**src/rtl/flut_defs.vh**
```
// Register indices, field positions and reset values of the fan table slice
`ifndef FLUT_DEFS_VH
`define FLUT_DEFS_VH

// ************************************************
// Register indices (byte address is four times)
// ************************************************
`define FLUT_IDX_UNLOCK 8'h4A
`define FLUT_IDX_CFG 8'h4C
`define FLUT_IDX_TOFS 8'h4E
`define FLUT_IDX_THR2 8'h52
`define FLUT_IDX_DUTY2 8'h53
`define FLUT_IDX_THR3 8'h54
`define FLUT_IDX_DUTY3 8'h55
`define FLUT_IDX_THR4 8'h56

// ************************************************
// Field positions
// ************************************************
`define FLUT_UNLOCK_BIT 5
`define FLUT_CFG_THI_BIT 0
`define FLUT_CFG_DHI_BIT 1
`define FLUT_CFG_F22K_BIT 2
`define FLUT_THR_TOP_BIT 7
`define FLUT_DUTY_EXT_MSB 7
`define FLUT_DUTY_EXT_LSB 6
`define FLUT_DUTY_LOW_MSB 5
`define FLUT_ADDR_IDX_MSB 9
`define FLUT_ADDR_IDX_LSB 2

// ************************************************
// Reset values
// ************************************************
`define FLUT_RST_THR 8'h7F
`define FLUT_RST_DUTY 8'h3F
`define FLUT_RST_UNLOCK 8'h00
`define FLUT_RST_CFG 3'h0
`define FLUT_RST_TOFS 8'h00
`define FLUT_RST_WORD 32'h0000_0000

`endif

```
**src/rtl/flut_apb_slave.v**
```verilog
// APB slave front end with registered, zero-wait answer
`timescale 1ns/100ps
`include "flut_defs.vh"

module flut_apb_slave
(
  // Clock, reset, enable
  input wire sys_clk_i,
  input wire rst_i,
  input wire ce_i,
  // APB
  input wire psel_i,
  input wire penable_i,
  input wire pwrite_i,
  input wire [11:0] paddr_i,
  input wire [31:0] pwdata_i,
  output wire [31:0] prdata_o,
  output wire pready_o,
  output wire pslverr_o,
  // Register file side
  output wire [7:0] reg_idx_o,
  output wire wr_en_o,
  output wire [7:0] wr_data_o,
  input wire [7:0] rd_data_i,
  input wire mapped_i
);

  reg [31:0] prdata_reg;
  reg pready_reg;
  reg pslverr_reg;
  wire setup;
  wire aligned;
  wire hit;

  // ************************************************
  // Decode
  // ************************************************
  assign setup = psel_i & ~penable_i;
  assign aligned = (paddr_i[11:10] == 2'h0) & (paddr_i[1:0] == 2'h0);
  assign hit = aligned & mapped_i;
  assign reg_idx_o = paddr_i[`FLUT_ADDR_IDX_MSB:`FLUT_ADDR_IDX_LSB];
  assign wr_data_o = pwdata_i[7:0];
  assign wr_en_o = psel_i & penable_i & pready_reg & pwrite_i & ~pslverr_reg;

  // ************************************************
  // Answer registers
  // ************************************************
  always @(posedge sys_clk_i or posedge rst_i)
  begin
    if (rst_i)
    begin
      prdata_reg <= `FLUT_RST_WORD;
      pready_reg <= 1'b0;
      pslverr_reg <= 1'b0;
    end
    else if (ce_i)
    begin
      if (setup)
      begin
        prdata_reg <= hit ? {24'h00_0000, rd_data_i} : `FLUT_RST_WORD;
        pready_reg <= 1'b1;
        pslverr_reg <= ~hit;
      end
      else
      begin
        pready_reg <= 1'b0;
        pslverr_reg <= 1'b0;
      end
    end
  end

  assign prdata_o = prdata_reg;
  assign pready_o = pready_reg;
  assign pslverr_o = pslverr_reg;

endmodule // flut_apb_slave

```
**src/rtl/flut_thr_cmp.v**
```verilog
// Threshold comparator for one table entry
`timescale 1ns/100ps
`include "flut_defs.vh"

module flut_thr_cmp
(
  // Entry and measurement
  input wire [7:0] thr_i,
  input wire [7:0] ofs_i,
  input wire [8:0] temp_i,
  input wire thi_i,
  // Result
  output wire above_o
);

  wire [9:0] thr_half;
  wire [9:0] ofs_half;
  wire [9:0] eff_thr;
  wire [9:0] temp_used;

  // ************************************************
  // Effective threshold in half degrees
  // ************************************************
  // Sign assumed zero: threshold is an unsigned magnitude
  assign thr_half = thi_i ? {2'b00, thr_i[6:0], thr_i[`FLUT_THR_TOP_BIT]} // RULE4 RULE8
                          : {2'b00, thr_i[6:0], 1'b0}; // RULE3 RULE5
  assign ofs_half = {1'b0, ofs_i, 1'b0};
  assign eff_thr = thr_half + ofs_half; // RULE9

  // ************************************************
  // Compare
  // ************************************************
  assign temp_used = thi_i ? {1'b0, temp_i} : {1'b0, temp_i[8:1], 1'b0}; // RULE6
  assign above_o = temp_used > eff_thr; // RULE5

endmodule // flut_thr_cmp

```
**src/rtl/flut_regs_top.v**
```verilog
// Fan table entry registers with threshold selection and APB access
//
// The APB register port was chosen for this implementation.
`timescale 1ns/100ps
`include "flut_defs.vh"

// Behaviour
// RULE1: Entry two duty low six bits hold the low resolution duty used above entry two's limit.
// RULE2: Entry three threshold resets with top bit zero and low seven bits all ones.
// RULE3: In low resolution temperature mode entry three's threshold top bit reads zero.
// RULE4: In high resolution temperature mode the top bit joins the low seven to form the limit.
// RULE5: The limit spans 0 to 127.5 in half steps high, 0 to 127 in whole steps low.
// RULE6: Nine temperature bits are compared in high resolution, eight in low resolution.
// RULE7: Above entry three's limit the fan duty is entry three's duty register.
// RULE8: Thresholds are unsigned, the sign bit taken as zero.
// RULE9: The table temperature offset register is added to each programmed limit.
// RULE10: Entry three duty low six bits reset to ones and hold its low resolution duty.
// RULE11: In low resolution duty mode entry three's two upper duty bits read zero.
// RULE12: In high resolution duty mode the upper two bits join the low six for eight bits.
// RULE13: The upper duty bits only act when the 22.5 kHz PWM rate is chosen.
// RULE14: Entry four threshold top bit resets to zero.
// RULE15: Entry registers always read, and take writes only while unlock bit 5 is one.
// RULE16: With several limits passed the highest passed entry's duty applies.
module flut_regs_top
(
  // Clock, reset, enable
  input wire sys_clk_i,
  input wire rst_i,
  input wire ce_i,
  // APB
  input wire psel_i,
  input wire penable_i,
  input wire pwrite_i,
  input wire [11:0] paddr_i,
  input wire [31:0] pwdata_i,
  output wire [31:0] prdata_o,
  output wire pready_o,
  output wire pslverr_o,
  // Measurement, half degree units
  input wire [8:0] remote_temp_i,
  // Fan duty result
  output reg [7:0] duty_o,
  output reg duty_valid_o,
  output reg [2:0] entry_above_o
);

  // ************************************************
  // Declarations
  // ************************************************
  reg [7:0] unlock_reg;
  reg [2:0] cfg_reg;
  reg [7:0] tofs_reg;
  reg [7:0] thr2_reg;
  reg [7:0] duty2_reg;
  reg [7:0] thr3_reg;
  reg [7:0] duty3_reg;
  reg [7:0] thr4_reg;
  reg [7:0] duty_next;
  reg duty_valid_next;
  reg [7:0] rd_data;
  reg mapped;
  wire [7:0] reg_idx;
  wire wr_en;
  wire [7:0] wr_data;
  wire unlocked;
  wire lut_wr;
  wire thi;
  wire dhi;
  wire f22k;
  wire [23:0] thr_bus;
  wire [2:0] above;
  wire [7:0] thr2_view;
  wire [7:0] duty2_view;
  wire [7:0] thr3_view;
  wire [7:0] duty3_view;
  wire [7:0] thr4_view;

  assign thi = cfg_reg[`FLUT_CFG_THI_BIT];
  assign dhi = cfg_reg[`FLUT_CFG_DHI_BIT];
  assign f22k = cfg_reg[`FLUT_CFG_F22K_BIT];
  assign unlocked = unlock_reg[`FLUT_UNLOCK_BIT];

  // ************************************************
  // Functions
  // ************************************************
  // Entry register of the table
  function is_entry;
    input [7:0] idx;
    begin
      is_entry = (idx == `FLUT_IDX_THR2) | (idx == `FLUT_IDX_DUTY2) |
                 (idx == `FLUT_IDX_THR3) | (idx == `FLUT_IDX_DUTY3) |
                 (idx == `FLUT_IDX_THR4);
    end
  endfunction

  // Threshold as seen by a read
  function [7:0] thr_view;
    input [7:0] v;
    input hi;
    begin
      thr_view = hi ? v : {1'b0, v[6:0]};
    end
  endfunction

  // Duty as seen by a read
  function [7:0] duty_view;
    input [7:0] v;
    input hi;
    begin
      duty_view = hi ? v : {2'b00, v[`FLUT_DUTY_LOW_MSB:0]};
    end
  endfunction

  // Duty applied to the fan
  function [7:0] duty_eff;
    input [7:0] v;
    input hi;
    input fast;
    begin
      duty_eff = (hi & fast) ? v : {2'b00, v[`FLUT_DUTY_LOW_MSB:0]};
    end
  endfunction

  // ************************************************
  // Bus front end
  // ************************************************
  flut_apb_slave u_apb
  (
    .sys_clk_i(sys_clk_i),
    .rst_i(rst_i),
    .ce_i(ce_i),
    .psel_i(psel_i),
    .penable_i(penable_i),
    .pwrite_i(pwrite_i),
    .paddr_i(paddr_i),
    .pwdata_i(pwdata_i),
    .prdata_o(prdata_o),
    .pready_o(pready_o),
    .pslverr_o(pslverr_o),
    .reg_idx_o(reg_idx),
    .wr_en_o(wr_en),
    .wr_data_o(wr_data),
    .rd_data_i(rd_data),
    .mapped_i(mapped)
  );

  assign lut_wr = wr_en & unlocked & is_entry(reg_idx); // RULE15

  // ************************************************
  // Control registers
  // ************************************************
  always @(posedge sys_clk_i or posedge rst_i)
  begin
    if (rst_i)
    begin
      unlock_reg <= `FLUT_RST_UNLOCK;
      cfg_reg <= `FLUT_RST_CFG;
      tofs_reg <= `FLUT_RST_TOFS;
    end
    else if (ce_i & wr_en)
    begin
      case (reg_idx)
        `FLUT_IDX_UNLOCK:
          unlock_reg <= wr_data;
        `FLUT_IDX_CFG:
          cfg_reg <= wr_data[2:0];
        `FLUT_IDX_TOFS:
          tofs_reg <= wr_data; // RULE9
        default:
          unlock_reg <= unlock_reg;
      endcase
    end
  end

  // ************************************************
  // Table entry registers
  // ************************************************
  always @(posedge sys_clk_i or posedge rst_i)
  begin
    if (rst_i)
    begin
      thr2_reg <= `FLUT_RST_THR;
      duty2_reg <= `FLUT_RST_DUTY;
      thr3_reg <= `FLUT_RST_THR; // RULE2
      duty3_reg <= `FLUT_RST_DUTY; // RULE10 RULE11
      thr4_reg <= `FLUT_RST_THR; // RULE14
    end
    else if (ce_i & lut_wr)
    begin
      case (reg_idx)
        `FLUT_IDX_THR2:
          thr2_reg <= wr_data;
        `FLUT_IDX_DUTY2:
          duty2_reg <= wr_data; // RULE1
        `FLUT_IDX_THR3:
          thr3_reg <= wr_data;
        `FLUT_IDX_DUTY3:
          duty3_reg <= wr_data; // RULE10
        `FLUT_IDX_THR4:
          thr4_reg <= wr_data;
        default:
          thr2_reg <= thr2_reg;
      endcase
    end
  end

  // ************************************************
  // Read views of the entry registers
  // ************************************************
  assign thr2_view = thr_view(thr2_reg, thi);
  assign duty2_view = duty_view(duty2_reg, dhi);
  assign thr3_view = thr_view(thr3_reg, thi); // RULE3 RULE4
  assign duty3_view = duty_view(duty3_reg, dhi); // RULE11 RULE12
  assign thr4_view = thr_view(thr4_reg, thi);

  // ************************************************
  // Read mux
  // ************************************************
  always @*
  begin
    rd_data = 8'h00;
    mapped = 1'b1;
    case (reg_idx)
      `FLUT_IDX_UNLOCK:
        rd_data = unlock_reg;
      `FLUT_IDX_CFG:
        rd_data = {5'h00, cfg_reg};
      `FLUT_IDX_TOFS:
        rd_data = tofs_reg;
      `FLUT_IDX_THR2:
        rd_data = thr2_view;
      `FLUT_IDX_DUTY2:
        rd_data = duty2_view;
      `FLUT_IDX_THR3:
        rd_data = thr3_view; // RULE3 RULE4
      `FLUT_IDX_DUTY3:
        rd_data = duty3_view; // RULE11 RULE12
      `FLUT_IDX_THR4:
        rd_data = thr4_view;
      default:
        mapped = 1'b0;
    endcase
  end

  // ************************************************
  // Threshold comparators, entries two to four
  // ************************************************
  assign thr_bus = {thr4_reg, thr3_reg, thr2_reg};

  genvar gi;
  generate
    for (gi = 0; gi < 3; gi = gi + 1)
    begin : g_cmp
      flut_thr_cmp u_cmp
      (
        .thr_i(thr_bus[gi * 8 +: 8]),
        .ofs_i(tofs_reg),
        .temp_i(remote_temp_i),
        .thi_i(thi),
        .above_o(above[gi])
      );
    end
  endgenerate

  // ************************************************
  // Duty selection
  // ************************************************
  always @*
  begin
    duty_next = 8'h00;
    duty_valid_next = 1'b0;
    if (above[2])
    begin
      // Entry four wins; its duty lives outside this slice
      duty_next = 8'h00; // RULE16
      duty_valid_next = 1'b0;
    end
    else if (above[1])
    begin
      duty_next = duty_eff(duty3_reg, dhi, f22k); // RULE7 RULE12 RULE13 RULE16
      duty_valid_next = 1'b1;
    end
    else if (above[0])
    begin
      duty_next = duty_eff(duty2_reg, dhi, f22k); // RULE1 RULE13
      duty_valid_next = 1'b1;
    end
  end

  // ************************************************
  // Output registers
  // ************************************************
  always @(posedge sys_clk_i or posedge rst_i)
  begin
    if (rst_i)
    begin
      duty_o <= 8'h00;
      duty_valid_o <= 1'b0;
      entry_above_o <= 3'h0;
    end
    else if (ce_i)
    begin
      duty_o <= duty_next;
      duty_valid_o <= duty_valid_next;
      entry_above_o <= above;
    end
  end

endmodule // flut_regs_top

```
**config.mk**
```make
export PLATFORM = sky130hd
export DESIGN_NAME = flut_regs_top
export DESIGN_NICKNAME = d
export VERILOG_FILES = /design/src/rtl/flut_apb_slave.v /design/src/rtl/flut_thr_cmp.v /design/src/rtl/flut_regs_top.v
export VERILOG_INCLUDE_DIRS = /design/src /design/src/rtl
export SDC_FILE = /design/constraint.sdc
export NUM_CORES = 1
export LEC_CHECK = 0
export BUFFER_PORTS_ARGS = -buffer_cell sky130_fd_sc_hd__clkbuf_2
export CAP_MARGIN = 20
export CORE_ASPECT_RATIO = 0.7
export CORE_MARGIN = 4
export CORE_UTILIZATION = 50
export CTS_CLUSTER_SIZE = 40
export DETAILED_ROUTE_END_ITERATION = 10
export PLACE_DENSITY = 0.83
export SLEW_MARGIN = 20
export SYNTH_ARGS = -nofsm -noshare
export SYNTH_HDL_FRONTEND = slang
export SYNTH_SLANG_ARGS = --single-unit
```
**constraint.sdc**
```tcl
create_clock -name sys_clk_i -period 2.9 [get_ports sys_clk_i]
set_input_delay 0.87 -clock sys_clk_i [delete_from_list [all_inputs] [get_ports sys_clk_i]]
set_output_delay 0.87 -clock sys_clk_i [all_outputs]
set_load 0.02 [all_outputs]
```
==> flow_summary.ini <==
[outcome]
outcome = finished with violations
violations = setup timing

[power]
p_switching_uw = 670.7
p_clk_share_pct = 44.7
pwr_density_cell_mw_per_mm2 = 384.5
p_seq_share_pct = 43.6
p_leak_nw = 3.255
peakVddDrop_v = 0.0003025
power.total_mw = 2.637
internal_power_mw = 1.967
p_sw_share_pct = 25.43
p_comb_share_pct = 11.8

[logic_synthesis]
syn_area_per_cell_um2 = 10.65
syn-instance-count = 524
synth_warnings = 0
yosysUniqueCellTypes = 66
synth_area_leaders = dfrtp_1, dfstp_2, mux2_2
synth-edff-count = 0
ys.flop_type = dfrtp_1
synth_top_area_cell = dfrtp_1
yosysTopAreaCellShare_pct = 21.53
netlist_area_mm2 = 0.005579
ys_seq_area_share_pct = 37.07
ys_ff_latch = 81
async_flop_share_pct = 100.0

[timing]
finalHoldViolCount = 0
period_minus_slack_ps = 3332
setup_ws_ps = -431.7
fmax_mhz = 300.1
post-route-period-util_pct = 114.9
rsz0062_at_grt = yes
finClkSkew_ps = 10.96
slew_headroom_pct = 57.79
worst_pin_slew_ps = 633.2
report.final.slew_viol_count = 0
finalSetupTns_ps = -4598
setup_violations = 12

[placement]
io_buffer_count = 56
dpl-instance-area_mm2 = 0.006375
post-dp-hpwl_mm = 12.44
place_congestion = 0.9836
place_ws_ps = -550.8

[detailed_routing]
vias = 4849
drt_wl_total_mm = 16.92
drc = 0
avgRoutedWirePerCell_um = 21.42
detail_route.first_pass.iterations = 6
via_per_inst = 6.138
final_antenna_net_count = 0
drtIter0Drc = 520

[worst_setup_path]
cpMaxStageDelayCell = dfrtp_2
critPathLaunchType = flop
r2r_slack_ps = -430
rr_endpoint = duty_o[5]$_DFFE_PP0P_
reg2reg_from = tofs_reg[0]$_DFFE_PP0P_
crit_path_end_kind = flop
slowest_delay_ps = 460
cp.arrival_ps = 3590
cp_cell_sequence = ha_4 -> fa_2 -> a211oi_2 -> nor2_2 -> o21ai_2 -> nor2b_4 -> xor2_1 -> ha_2 -> a22oi_2 -> o2111ai_2 -> nand4_1 -> buf_6 -> nand3_1 -> a31oi_1
cp_top_family = adder cells
critical_path_buf_inv_count = 1
crit_type = flop to flop
path_max_fanout = 8
worst_ep_required_time_ps = 3160
r2r_cells = 14

[hold_path]
min_to = u_apb.prdata_o[0]$_DFFE_PP0P_
hold_depth = 2
hp-class = flop to flop
holdCritStartpoint = u_apb.prdata_o[0]$_DFFE_PP0P_

[clocking]
holdBufCountCts = 0
clockRootBuffer = clkbuf_16
cts_buffer_depth = 2
cts_tree = done
clk_pin_slew_ps = 60
cts_buffers = 9
clk_latency_ps = 350
cts_max_level = 3
cts_num_sinks = 81

[global_route]
grt_use_total_pct = 25.48
grt_pass1_vias = 4856
grt_pass1_wl_mm = 25.47
antenna_found_initial = 1
grt_overflow = 0
grt_max_degree = 82

[floorplan]
core_area_mm2 = 0.01063
chipWidth_um = 134.3
rows = 31
die-area_mm2 = 0.01294
io_pins = 105
die_h_um = 96.38
start_util_pct = 52.50

[cells_and_area]
layout_common_cells = mux2_2, buf_4, clkbuf_2
diodes = 0
final_common_cell = mux2_2
multi_input_area_mm2 = 0.003440
syn_to_final_growth_pct = 22.94
layout-drive-gt1-share_pct = 44.55
layout.nets = 747
fill_cells = 821
seq_area_mm2 = 0.002071
stdcell_area_mm2 = 0.006859
final_util_pct = 64.54

[flow_run]
max-cap-violations = 0
worst register-to-register path, stage by stage (launching register included):
cell and delay [ps]:
dfrtp_2 460, ha_4 190, fa_2 450, a211oi_2 260, nor2_2 80, o21ai_2 140, nor2b_4 180, xor2_1 200
ha_2 340, a22oi_2 180, o2111ai_2 190, nand4_1 150, buf_6 160, nand3_1 100, a31oi_1 170
power by group through the flow:
stage	Clock, mW	Combinational (mW)	Sequential, mW
after floorplan	0	0.177	1.18
after global placement	0	0.270	1.17
after detailed placement	0	0.282	1.17
after CTS	1.19	0.284	1.15
after global routing	1.24	0.332	1.15
final	1.18	0.311	1.15
worst max-delay path by stage:
stage | from | endpoint | slack [ps] | cells after the start
2_1_floorplan | thr2_reg[1]$_DFFE_PP1P_ | duty_o[6]$_DFFE_PP0P_ | -90 | 13
3_3_place_gp | tofs_reg[0]$_DFFE_PP0P_ | duty_o[7]$_DFFE_PP0P_ | -420 | 13
3_5_place_dp | tofs_reg[0]$_DFFE_PP0P_ | duty_o[5]$_DFFE_PP0P_ | -550 | 13
4_1_cts | thr2_reg[1]$_DFFE_PP1P_ | duty_o[5]$_DFFE_PP0P_ | -390 | 14
5_1_grt | tofs_reg[0]$_DFFE_PP0P_ | entry_above_o[0]$_DFFE_PP0P_ | -540 | 15
6_report | tofs_reg[0]$_DFFE_PP0P_ | duty_o[5]$_DFFE_PP0P_ | -430 | 14
stage by stage:
stage               instances  hold WS, ps
finish                    790        482.0
global route              790        518.4
CTS                       785        488.6
detailed placement        768        476.8
global placement          768        464.8
floorplan                 547        470.5
kinds of logic (layout without fill, tap and decap cells):
logic type | Yosys count | count (layout) | synth area share (%)
xor gates and xnor gates | 17 | 17 | 2.669
other | 1 | 24 | 0.06722
AOI/OAI and AO/OA | 112 | 112 | 13.39
muxes | 81 | 81 | 16.60
and+or+nand+nor | 126 | 127 | 12.56
DFF | 81 | 81 | 37.07
adders and majority gates | 51 | 51 | 11.84
buffers and inverters | 55 | 149 | 5.808
layout make-up:
cell class,count,share of cell area [%]
multi-input combinational,412,50.15
sequential,81,30.19
timing repair buffer,118,11.66
clock buffer,12,3.740
tap,148,2.700
inverter,15,0.8209
clock inverter,4,0.7479
cells in the mapped netlist, types with 9 or more instances:
master and instances:
a21oi_1 28, a31oi_1 10, buf_4 26, dfrtp_1 48, dfstp_2 33, ha_1 48
inv_1 14, mux2_2 60, mux2i_1 13, nand2_1 41, nand3_1 10, nand4_1 9
nor2_1 14, o21ai_0 28, xor2_1 14
repair_timing:
item                                    CTS  global route
gates resized for setup                  18            18
setup buffers                             2             4
gates cloned                              0             1
pin swaps                                11            12
endpoints found under the setup margin   12            12
layer usage:
| metal | track usage [%] | wire length (um) | up-vias |
|---|---|---|---|
| li1 | - | - | 2117 |
| met5 | 0 | 13 | - |
| met3 | 6.418 | 1486 | 52 |
| met1 | 34.00 | 7065 | 2408 |
| met2 | 41.26 | 7883 | 270 |
| met4 | 8.136 | 474 | 2 |
Note: power is estimated with default switching activity, not from simulation.
